## src/rtl/usb_pin_ctrl_defs.svh

```systemverilog
`ifndef USB_PIN_CTRL_DEFS_SVH
`define USB_PIN_CTRL_DEFS_SVH

// Clock
`define CLK_PERIOD_NS 10

// Register byte offsets
`define OFS_USB_CTRL 5'h00
`define OFS_CPU_CTRL 5'h04
`define OFS_PIN_CTRL 5'h08
`define OFS_POWER 5'h0c
`define OFS_IRQ_FLAGS 5'h10
`define OFS_STATUS 5'h14

// Field positions
`define USB_CONNECT_BIT 0
`define USB_GATE_BIT 1
`define CPU_IE_BIT 0
`define PIN_LEVEL_BIT 0
`define PIN_POL_BIT 1
`define POWER_SUSPEND_BIT 0
`define FLAGS_MSB 5
`define STAT_PRESENT_BIT 0
`define STAT_OSC_BIT 1
`define STAT_PULLUP_BIT 2
`define STAT_CHIP_RST_BIT 3

// Reset values
`define USB_CTRL_RST 2'h0
`define PIN_CTRL_RST 2'h1
`define FLAGS_RST 6'h00

// Timing
`define SUSPEND_ENTER_MAX_US 5
`define SUSPEND_EXIT_TYP_MS 3
`define IRQ_EDGE_GAP_NS 100
`define OSC_TIMER_W 19
`define GAP_W 4

`endif

```

## src/rtl/usb_pin_ctrl_pkg.sv

```systemverilog
package usb_pin_ctrl_pkg;

   typedef enum logic [3:0] {
      OSC_RUN = 4'h1,
      OSC_ENTERING = 4'h2,
      OSC_STOPPED = 4'h4,
      OSC_STARTING = 4'h8
   } osc_state_t;

   typedef struct packed {
      logic osc_ready;
      logic bus_resume;
      logic bus_suspend;
      logic packet_sent;
      logic packet_received;
      logic bus_power_lost;
   } irq_flags_t;

   typedef struct packed {
      logic bus_power_gating_enable;
      logic connect;
   } usb_ctrl_t;

   typedef struct packed {
      logic irq_edge_polarity_select;
      logic irq_level_mode_select;
   } pin_ctrl_t;

endpackage

```

## src/rtl/usb_pin_ctrl.sv

```systemverilog
`timescale 1ns/10ps
`include "usb_pin_ctrl_defs.svh"

module usb_pin_ctrl #(
   parameter int unsigned OSC_START_CYCLES = (`SUSPEND_EXIT_TYP_MS * 1000000) / `CLK_PERIOD_NS
) (
   input wire logic ref_clk,
   input wire logic arst_n,
   input wire logic chip_reset_pin_n,
   input wire logic [4:0] address,
   input wire logic read,
   input wire logic write,
   input wire logic [3:0] byteenable,
   input wire logic [31:0] writedata,
   output logic [31:0] readdata,
   output logic waitrequest,
   input wire logic bus_power_sense_input,
   input wire logic packet_received_evt,
   input wire logic packet_sent_evt,
   input wire logic bus_suspend_evt,
   input wire logic bus_resume_evt,
   output logic pullup_connect,
   output logic irq_pin_out,
   output logic irq_pin_oe,
   output logic oscillator_enable
);

   localparam int unsigned ENTER_CYC = (`SUSPEND_ENTER_MAX_US * 1000) / `CLK_PERIOD_NS;
   localparam int unsigned GAP_CYC =
      (`IRQ_EDGE_GAP_NS + `CLK_PERIOD_NS - 1) / `CLK_PERIOD_NS;

   logic [1:0] rst_pipe;
   logic rst_n;
   logic chip_rst_meta;
   logic chip_rst_sync;
   logic chip_reset;
   logic vbus_meta;
   logic bus_power_present;
   logic vbus_prev;
   logic ack;
   logic wr_en;
   logic [31:0] next_readdata;
   usb_pin_ctrl_pkg::usb_ctrl_t usb_control_reg;
   usb_pin_ctrl_pkg::pin_ctrl_t pin_control_reg;
   logic irq_pin_enable;
   logic suspend_request;
   usb_pin_ctrl_pkg::irq_flags_t flags;
   usb_pin_ctrl_pkg::irq_flags_t prev_flags;
   usb_pin_ctrl_pkg::irq_flags_t set_vec;
   logic [`FLAGS_MSB:0] clr_vec;
   logic pending;
   logic edge_event;
   logic [`GAP_W-1:0] gap_cnt;
   logic asserted;
   usb_pin_ctrl_pkg::osc_state_t osc_state;
   usb_pin_ctrl_pkg::osc_state_t next_osc_state;
   logic [`OSC_TIMER_W-1:0] osc_timer;
   logic osc_ready_pulse;

   // Single rising edge everywhere; reset released through two stages
   always_ff @(posedge ref_clk or negedge arst_n) begin
      if (!arst_n) begin
         rst_pipe <= 2'h0;
      end else begin
         rst_pipe <= {rst_pipe[0], 1'b1};
      end
   end
   assign rst_n = rst_pipe[1];

   // Pin inputs; a 200 ns pulse spans many cycles so the synchroniser catches it
   always_ff @(posedge ref_clk or negedge rst_n) begin
      if (!rst_n) begin
         chip_rst_meta <= 1'b0;
         chip_rst_sync <= 1'b0;
      end else begin
         chip_rst_meta <= chip_reset_pin_n;
         chip_rst_sync <= chip_rst_meta;
      end
   end
   // No endpoint storage here, so no endpoint data claims to survive chip reset
   assign chip_reset = ~chip_rst_sync;

   always_ff @(posedge ref_clk or negedge rst_n) begin
      if (!rst_n) begin
         vbus_meta <= 1'b0;
         bus_power_present <= 1'b0;
         vbus_prev <= 1'b0;
      end else begin
         vbus_meta <= bus_power_sense_input;
         bus_power_present <= vbus_meta;
         vbus_prev <= bus_power_present;
      end
   end

   // Bus slave: one wait state on every access
   always_ff @(posedge ref_clk or negedge rst_n) begin
      if (!rst_n) begin
         ack <= 1'b0;
      end else begin
         ack <= (read | write) & ~ack;
      end
   end
   assign waitrequest = (read | write) & ~ack;
   assign wr_en = write & ack & byteenable[0];

   always_comb begin
      next_readdata = 32'h0;
      case (address)
         `OFS_USB_CTRL: next_readdata[1:0] = usb_control_reg;
         `OFS_CPU_CTRL: next_readdata[`CPU_IE_BIT] = irq_pin_enable;
         `OFS_PIN_CTRL: next_readdata[1:0] = pin_control_reg;
         `OFS_POWER: next_readdata[`POWER_SUSPEND_BIT] = suspend_request;
         `OFS_IRQ_FLAGS: next_readdata[`FLAGS_MSB:0] = flags;
         `OFS_STATUS: begin
            next_readdata[`STAT_PRESENT_BIT] = bus_power_present;
            next_readdata[`STAT_OSC_BIT] = oscillator_enable;
            next_readdata[`STAT_PULLUP_BIT] = pullup_connect;
            next_readdata[`STAT_CHIP_RST_BIT] = chip_reset;
         end
         default: next_readdata = 32'h0;
      endcase
   end

   always_ff @(posedge ref_clk or negedge rst_n) begin
      if (!rst_n) begin
         readdata <= 32'h0;
      end else if (read & ~ack) begin
         readdata <= next_readdata;
      end
   end

   // Preserved across chip reset: only the async reset touches these
   always_ff @(posedge ref_clk or negedge rst_n) begin
      if (!rst_n) begin
         usb_control_reg <= `USB_CTRL_RST;
         pin_control_reg <= `PIN_CTRL_RST;
      end else if (wr_en) begin
         if (address == `OFS_USB_CTRL) begin
            usb_control_reg.connect <= writedata[`USB_CONNECT_BIT];
            usb_control_reg.bus_power_gating_enable <= writedata[`USB_GATE_BIT];
         end
         if (address == `OFS_PIN_CTRL) begin
            pin_control_reg.irq_level_mode_select <= writedata[`PIN_LEVEL_BIT];
            pin_control_reg.irq_edge_polarity_select <= writedata[`PIN_POL_BIT];
         end
      end
   end

   // Cleared by chip reset
   always_ff @(posedge ref_clk or negedge rst_n) begin
      if (!rst_n) begin
         irq_pin_enable <= 1'b0;
         suspend_request <= 1'b0;
      end else if (chip_reset) begin
         irq_pin_enable <= 1'b0;
         suspend_request <= 1'b0;
      end else if (wr_en) begin
         if (address == `OFS_CPU_CTRL) begin
            irq_pin_enable <= writedata[`CPU_IE_BIT];
         end
         if (address == `OFS_POWER) begin
            suspend_request <= writedata[`POWER_SUSPEND_BIT];
         end
      end
   end

   always_ff @(posedge ref_clk or negedge rst_n) begin
      if (!rst_n) begin
         pullup_connect <= 1'b0;
      end else begin
         pullup_connect <= usb_control_reg.connect &
            (~usb_control_reg.bus_power_gating_enable | bus_power_present);
      end
   end

   // Event sources
   always_comb begin
      set_vec.bus_power_lost = vbus_prev & ~bus_power_present;
      set_vec.packet_received = packet_received_evt;
      set_vec.packet_sent = packet_sent_evt;
      set_vec.bus_suspend = bus_suspend_evt;
      set_vec.bus_resume = bus_resume_evt;
      set_vec.osc_ready = osc_ready_pulse;
   end
   assign clr_vec = (wr_en && address == `OFS_IRQ_FLAGS) ? writedata[`FLAGS_MSB:0] :
      `FLAGS_RST;

   // Write one to clear; a set in the same cycle wins
   always_ff @(posedge ref_clk or negedge rst_n) begin
      if (!rst_n) begin
         flags <= `FLAGS_RST;
         prev_flags <= `FLAGS_RST;
      end else if (chip_reset) begin
         flags <= `FLAGS_RST;
         prev_flags <= `FLAGS_RST;
      end else begin
         flags <= (flags & ~clr_vec) | set_vec;
         prev_flags <= flags;
      end
   end

   assign pending = |flags;
   assign edge_event = (|(flags & ~prev_flags)) | ((|(prev_flags & ~flags)) & pending);

   // Gap forces a fresh edge even if the pin was already active
   always_ff @(posedge ref_clk or negedge rst_n) begin
      if (!rst_n) begin
         gap_cnt <= '0;
      end else if (edge_event) begin
         gap_cnt <= `GAP_W'(GAP_CYC);
      end else if (gap_cnt != '0) begin
         gap_cnt <= gap_cnt - `GAP_W'(1);
      end
   end
   // Held off while the gap loads, else a lone request gives two edges
   assign asserted = irq_pin_enable & pending & (gap_cnt == '0) & ~edge_event;

   always_ff @(posedge ref_clk or negedge rst_n) begin
      if (!rst_n) begin
         irq_pin_out <= 1'b0;
         irq_pin_oe <= 1'b0;
      end else if (pin_control_reg.irq_level_mode_select) begin
         // Gap not applied: level pin tracks irq_pin_enable and pending only
         irq_pin_out <= 1'b0;
         irq_pin_oe <= irq_pin_enable & pending;
      end else begin
         irq_pin_oe <= 1'b1;
         irq_pin_out <= pin_control_reg.irq_edge_polarity_select ? asserted : ~asserted;
      end
   end

   // Oscillator control
   always_comb begin
      next_osc_state = osc_state;
      case (osc_state)
         usb_pin_ctrl_pkg::OSC_RUN:
            if (suspend_request) next_osc_state = usb_pin_ctrl_pkg::OSC_ENTERING;
         usb_pin_ctrl_pkg::OSC_ENTERING:
            if (!suspend_request) next_osc_state = usb_pin_ctrl_pkg::OSC_RUN;
            else if (osc_timer == '0) next_osc_state = usb_pin_ctrl_pkg::OSC_STOPPED;
         usb_pin_ctrl_pkg::OSC_STOPPED:
            if (!suspend_request) next_osc_state = usb_pin_ctrl_pkg::OSC_STARTING;
         usb_pin_ctrl_pkg::OSC_STARTING:
            if (suspend_request) next_osc_state = usb_pin_ctrl_pkg::OSC_ENTERING;
            else if (osc_timer == '0) next_osc_state = usb_pin_ctrl_pkg::OSC_RUN;
         default: next_osc_state = usb_pin_ctrl_pkg::OSC_RUN;
      endcase
   end

   always_ff @(posedge ref_clk or negedge rst_n) begin
      if (!rst_n) begin
         osc_state <= usb_pin_ctrl_pkg::OSC_RUN;
         osc_timer <= '0;
         oscillator_enable <= 1'b1;
         osc_ready_pulse <= 1'b0;
      end else if (chip_reset) begin
         osc_state <= usb_pin_ctrl_pkg::OSC_RUN;
         osc_timer <= '0;
         oscillator_enable <= 1'b1;
         osc_ready_pulse <= 1'b0;
      end else begin
         osc_state <= next_osc_state;
         oscillator_enable <= next_osc_state != usb_pin_ctrl_pkg::OSC_STOPPED;
         osc_ready_pulse <= osc_state == usb_pin_ctrl_pkg::OSC_STARTING &&
            next_osc_state == usb_pin_ctrl_pkg::OSC_RUN;
         if (next_osc_state == usb_pin_ctrl_pkg::OSC_ENTERING &&
               osc_state != usb_pin_ctrl_pkg::OSC_ENTERING) begin
            // One cycle already spent seeing the request, so stop lands on the limit
            osc_timer <= `OSC_TIMER_W'(ENTER_CYC - 2);
         end else if (next_osc_state == usb_pin_ctrl_pkg::OSC_STARTING &&
               osc_state != usb_pin_ctrl_pkg::OSC_STARTING) begin
            osc_timer <= `OSC_TIMER_W'(OSC_START_CYCLES - 1);
         end else if (osc_timer != '0) begin
            osc_timer <= osc_timer - `OSC_TIMER_W'(1);
         end
      end
   end
endmodule

```

## config.mk

```make
export PLATFORM = sky130hd
export DESIGN_NAME = usb_pin_ctrl
export DESIGN_NICKNAME = d
export VERILOG_FILES = /design/src/rtl/usb_pin_ctrl_pkg.sv /design/src/rtl/usb_pin_ctrl.sv
export VERILOG_INCLUDE_DIRS = /design/src /design/src/rtl
export SDC_FILE = /design/constraint.sdc
export NUM_CORES = 1
export LEC_CHECK = 0
export BUFFER_PORTS_ARGS = -buffer_cell sky130_fd_sc_hd__buf_2
export CAP_MARGIN = 10
export CORE_MARGIN = 2
export CORE_UTILIZATION = 51
export DETAILED_ROUTE_END_ITERATION = 8
export GPL_ROUTABILITY_DRIVEN = 1
export GPL_TIMING_DRIVEN = 0
export HOLD_SLACK_MARGIN = 0.03
export PLACE_DENSITY = 0.81
export SLEW_MARGIN = 0
export SYNTH_ARGS = -nofsm -noshare
export SYNTH_HDL_FRONTEND = slang
export SYNTH_SLANG_ARGS = --single-unit
```

## constraint.sdc

```tcl
create_clock -name ref_clk -period 2.2 [get_ports ref_clk]
set_input_delay 0.44 -clock ref_clk [delete_from_list [all_inputs] [get_ports ref_clk]]
set_output_delay 0.44 -clock ref_clk [all_outputs]
set_load 0.05 [all_outputs]
```

* Word level (Yosys, flattened, before mapping)
Cells that the tools add are included.
** Cells by class
- $add $sub $neg :: 2
- $mul :: 0
- Divide/modulo/power cells :: 0
- $lt $le $gt $ge :: 0
- Equal/unequal tests :: 19
- Shift-type cells :: 0
- Muxes and demuxes :: 32
- Bitwise gates (word level) :: 26
- Reduce and logical (&&, ||, !) cells :: 17
** Operator list (number)
- $mux W19 :: 4
- $mux W4 :: 9
- $logic_not A19 Y1 :: 1
- $reduce_bool A19 Y1 :: 1
- $sub A19 B1 Y19 const B :: 1
- $and A6 B6 Y6 :: 3
- $mux W6 :: 3
- $not A6 Y6 :: 3
- $reduce_or A6 Y1 :: 3
- $pmux W4 S4 :: 1
- $mux W1 :: 11
- $and A1 B1 Y1 :: 10
- $eq A5 B4 Y1 const B :: 2
- $eq A5 B5 Y1 const B :: 2
- $eq A4 B1 Y1 const B :: 2
- $eq A4 B2 Y1 const B :: 2
- $eq A4 B4 Y1 const B :: 2
- $reduce_and A2 Y1 :: 4
- $ne A2 B1 Y1 const B :: 3
- $not A1 Y1 :: 6
- $or A6 B6 Y6 :: 1
- $pmux W1 S6 :: 1
- $eq A5 B3 Y1 const B :: 1
- $logic_not A5 Y1 :: 1
- other kinds (14) :: 19
** Storage, ports and cells
- Register bits :: 64
- Latch bits :: 0
- RAM bits :: 0
- Memory bits (read-only) :: 0
- Input bits :: 51
- Output and inout port bits :: 37
- Logic and storage cells :: 130
- Memories kept :: 0

* Depth between registers and ports, before layout
- Depth after elaboration :: 10
- Depth in mapped cells :: 8
- Mapped depth without buffers :: 7

* Least setup slack after synthesis
No wires, ideal clock.
- Kind :: reg-to-reg
- From :: reg osc_timer[0]
- To :: reg osc_timer[10]
- Library setup time :: 0.125 ns
- Data arrival time :: 1.902 ns
- Required time :: 2.075 ns
- Slack :: 0.173 ns
- Stages on the path, launching flop included :: 9
- Cells stage by stage :: dfrtp_1 inv_1 ha_1 nor3b_2 nand4_1 or3_1 buf_2 nand4_1 nor2_1
** On the way
- Longest elaborated chain between the ends :: 9
- Elaborated cells on any way between the ends :: 17
** RTL lines
- from (decl) :: RTL line usb_pin_ctrl.sv:57 : logic [`OSC_TIMER_W-1:0] osc_timer;
- from (signal assigned) :: RTL line usb_pin_ctrl.sv:269 : osc_timer <= `OSC_TIMER_W'(ENTER_CYC - 2);
- from (signal assigned) :: RTL line usb_pin_ctrl.sv:272 : osc_timer <= `OSC_TIMER_W'(OSC_START_CYCLES - 1);
- from (signal assigned) :: RTL line usb_pin_ctrl.sv:274 : osc_timer <= osc_timer - `OSC_TIMER_W'(1);
- $logic_not A19 Y1 :: RTL line usb_pin_ctrl.sv:240, usb_pin_ctrl.sv:245
- $mux W4, on equally long branches :: RTL line usb_pin_ctrl.sv:245, usb_pin_ctrl.sv:240
- $mux W4, on equally long branches :: RTL line usb_pin_ctrl.sv:244, usb_pin_ctrl.sv:239
- $pmux W4 S4 :: RTL line usb_pin_ctrl.sv:235 : case (osc_state)
- $eq A4 B4 Y1 :: RTL line usb_pin_ctrl.sv:270 : end else if (next_osc_state == usb_pin_ctrl_pkg::OSC_STARTING &&
- $logic_and A1 B1 Y1 :: RTL line usb_pin_ctrl.sv:270
- $mux W19 :: RTL line usb_pin_ctrl.sv:270
- $mux W19 :: RTL line usb_pin_ctrl.sv:266 : if (next_osc_state == usb_pin_ctrl_pkg::OSC_ENTERING &&
- $mux W19 :: RTL line usb_pin_ctrl.sv:256 : end else if (chip_reset) begin
Parallel ways exist; a longest one is shown, timed or not. The select of a mux whose other input is x is not followed.
A chain may end at the register's enable or synchronous reset.

* Worst setup path after layout
- From :: reg osc_timer[4]
- To :: reg osc_timer[14]
Same word-level chain as after synthesis.

==> metrics.cfg <==
[sta]
slew_headroom_pct=53.9
period_share_pct=96.1
skew_ps=9.51
worst_slack_ps=85.6
hold_violations=0
fin_setup_tns_ps=0
whs_ps=204
fin_crit_ps=2110
fmax_mhz=473
setup_violations=0
finalMaxSlewViolations=0
worstMarginPinSlew_ps=692

[power_and_ir_drop]
p_clk_share_pct=21.7
power.switching_uw=1530
leakagePower_uw=0.00183
p_per_area_nw_per_um2=1030
max-vdd-ir-drop_mv=0.580
p_seq_share_pct=38.5
comb_power_share_pct=39.8
p_sw_share_pct=38.1
p_int_uw=2480

[logic_synthesis]
syn-cell-area_um2=3240
synth_area_per_cell_um2=10.1
ys_warn_count=0
yosysSeqAreaShare_pct=49.6
synth-edff-count=0
synth_seq_cells=64
synth_largest_area_cell=dfrtp_1
synth_top_area_share_pct=47.1
synth_cells=322
synth.area.top_cells=dfrtp_1 (47%), buf_4 (6.0%), nand2_1 (3.5%)
ys_async_sr_fraction_pct=100
synth_ff_type=dfrtp_1
synth_cell_types=52

[detailed_routing]
route.detailed.drc=0
top_layer=met4
ant_nets=0
dr.pass1.iters=4
drt_iter0_drc=127
wl_per_cell_um=13.4
via_count=2469
wl_met1_um=2830
route.met2.wl_um=3230
dr_wl_met3_um=229
viasPerCell=5.18
drt-total-wl_um=6400

[worst_setup_path]
arrival_ps=2320
crit_fanout=10
cp-start-kind=flip-flop
crit_top_cell=nand4_1
cp_slowest_cell=dfrtp_1
max_stage_delay_ps=470
path_cells=nor4_4 > nand4_1 > or3_4 > buf_6 > nand4_1 > nor2_1
cp_num_buf_inv=1
crit_family=simple AND/OR/NAND/NOR gates
crit_type=flip-flop to flip-flop
critical_path_required_ps=2410
end_kind=flip-flop

[grt]
grt_max_degree=33
grt_pass1_vias=2428
overflow=0
grt_pass1_wl_um=10900
antenna_found_initial=0
grt_usage_pct=19.5

[clocking]
htreeDepth=3
cts_root_buf=clkbuf_8
clock_latency_ps=340
clockBufferDepth=2
clkSlewWorstSetupHoldPaths_ps=70
cts_tree=done
clkSinkCount=64
cts_buffers=9

[placement]
placed_cells=455
gp_congestion=0.895
port_buffers=30
post-dp-hpwl_um=4520
post-place-ws_ps=-226

[die]
start_util_pct=51.9
ios=88
die_h_um=83.7
die_x_um=83.7
die_area_um2=7000
coreArea_um2=6240
core.rowCount=29

[finish]
syn_to_final_growth_pct=19.5
drive_gt1_share_pct=26.8
nNetsFinal=449
regMostFlops=osc_timer
fin_util_pct=62.0
fin_cells=477
diodes=0
largest_reg_flops=19

[run]
cap_viol_max_count=0

[run_status]
status=finished, final reports clean

[min_path]
hold_path_class=input pin to flip-flop

==> path summary, 6_finish.rpt <==
kind / start / to / slack, ps / cells past startpoint
worst min register to register: rst_pipe[1] / pin_control_reg[1] / 320 / 0
worst min-delay path: chip_reset_pin_n / chip_rst_meta / 200 / 1
min in group asynchronous: rst_pipe[1] / pin_control_reg[1] / 320 / 0
max in group asynchronous: rst_pipe[1] / osc_state[0] / 1210 / 1
worst max-delay path: osc_timer[4] / osc_timer[14] / 90 / 6
worst max register to register: osc_timer[4] / osc_timer[14] / 90 / 6
==> Yosys cell counts, types with 7 or more instances <==
library cell and instances:
a21oi_1 16, buf_4 26, dfrtp_1 61, inv_1 12
mux2i_1 9, nand2_1 30, nor2_1 24, nor2b_1 15
o21ai_0 10, xnor2_1 9, xor2_1 7
==> worst reg2reg max path, stage by stage (launching register included) <==
cell	delay, ps
dfrtp_1	470
nor4_4	370
nand4_1	200
or3_4	450
buf_6	150
nand4_1	240
nor2_1	90
==> cells by family (layout without fill, tap and decap cells) <==
group,after synthesis,in the layout,synth area share (%)
buffers and inverters,48,101,8.69
multiplexers,15,15,4.87
flip-flops,64,64,49.6
AND/OR/NAND/NOR,121,121,20.7
other,2,27,0.232
XOR/XNOR,16,16,4.33
adder cells (fa/ha/maj),3,3,1.16
AO/OA/AOI/OAI,53,53,10.5
==> cell type report <==
class,instances,area [um2]
Sequential cell,64,1610
Timing Repair Buffer,37,218
Buffer,36,245
Inverter,12,45.0
Clock inverter,6,37.5
Fill cell,541,2370
Tap cell,77,96.3
Clock buffer,10,128
Multi-Input combinational cell,235,1490
==> through the flow <==
step	power, uW	area [um2]
after global routing	4260	3870
after floorplan	2640	3330
after detailed placement	2890	3600
after CTS	3860	3810
after global placement	2840	3580
final	4000	3870
==> power groups by stage <==
stage / clock network [uW] / logic [uW] / registers [uW]
floorplan: 0 / 1100 / 1540
global placement: 0 / 1300 / 1540
detailed placement: 0 / 1350 / 1540
CTS: 880 / 1430 / 1550
global route: 937 / 1750 / 1570
finish: 868 / 1590 / 1540
==> cell usage in the layout (no fill, tap or decap), types with 4 or more instances in the layout <==
| master | n |
|---|---|
| dfrtp_1 | 58 |
| buf_4 | 32 |
| buf_2 | 31 |
| nand2_1 | 30 |
| conb_1 | 27 |
| nor2_1 | 24 |
| a21oi_1 | 16 |
| nor2b_1 | 15 |
| inv_1 | 12 |
| o21ai_0 | 10 |
| xnor2_1 | 9 |
| mux2i_1 | 9 |
| clkbuf_8 | 9 |
| clkbuf_1 | 7 |
| xor2_1 | 7 |
| and2_1 | 6 |
| nor3_1 | 6 |
| nand3_1 | 6 |
| mux2_2 | 6 |
| nand4_1 | 4 |
| a22oi_1 | 4 |
| o22ai_1 | 4 |
| o31ai_1 | 4 |
==> routing by layer <==
metal  up-vias  global-route usage (%)
met4         0                    8.21
met2        52                    32.1
met5         -                       0
li1       1206                       -
met1      1202                    24.7
met3         9                    4.35
==> what timing repair did <==
action,in CTS,in global routing
hold endpoints to repair,2,0
setup buffers,1,4
resized for setup,3,11
pin swaps,0,6
setup endpoints to repair,19,8
hold buffers,1,0
(Power assumes the default switching activity.)
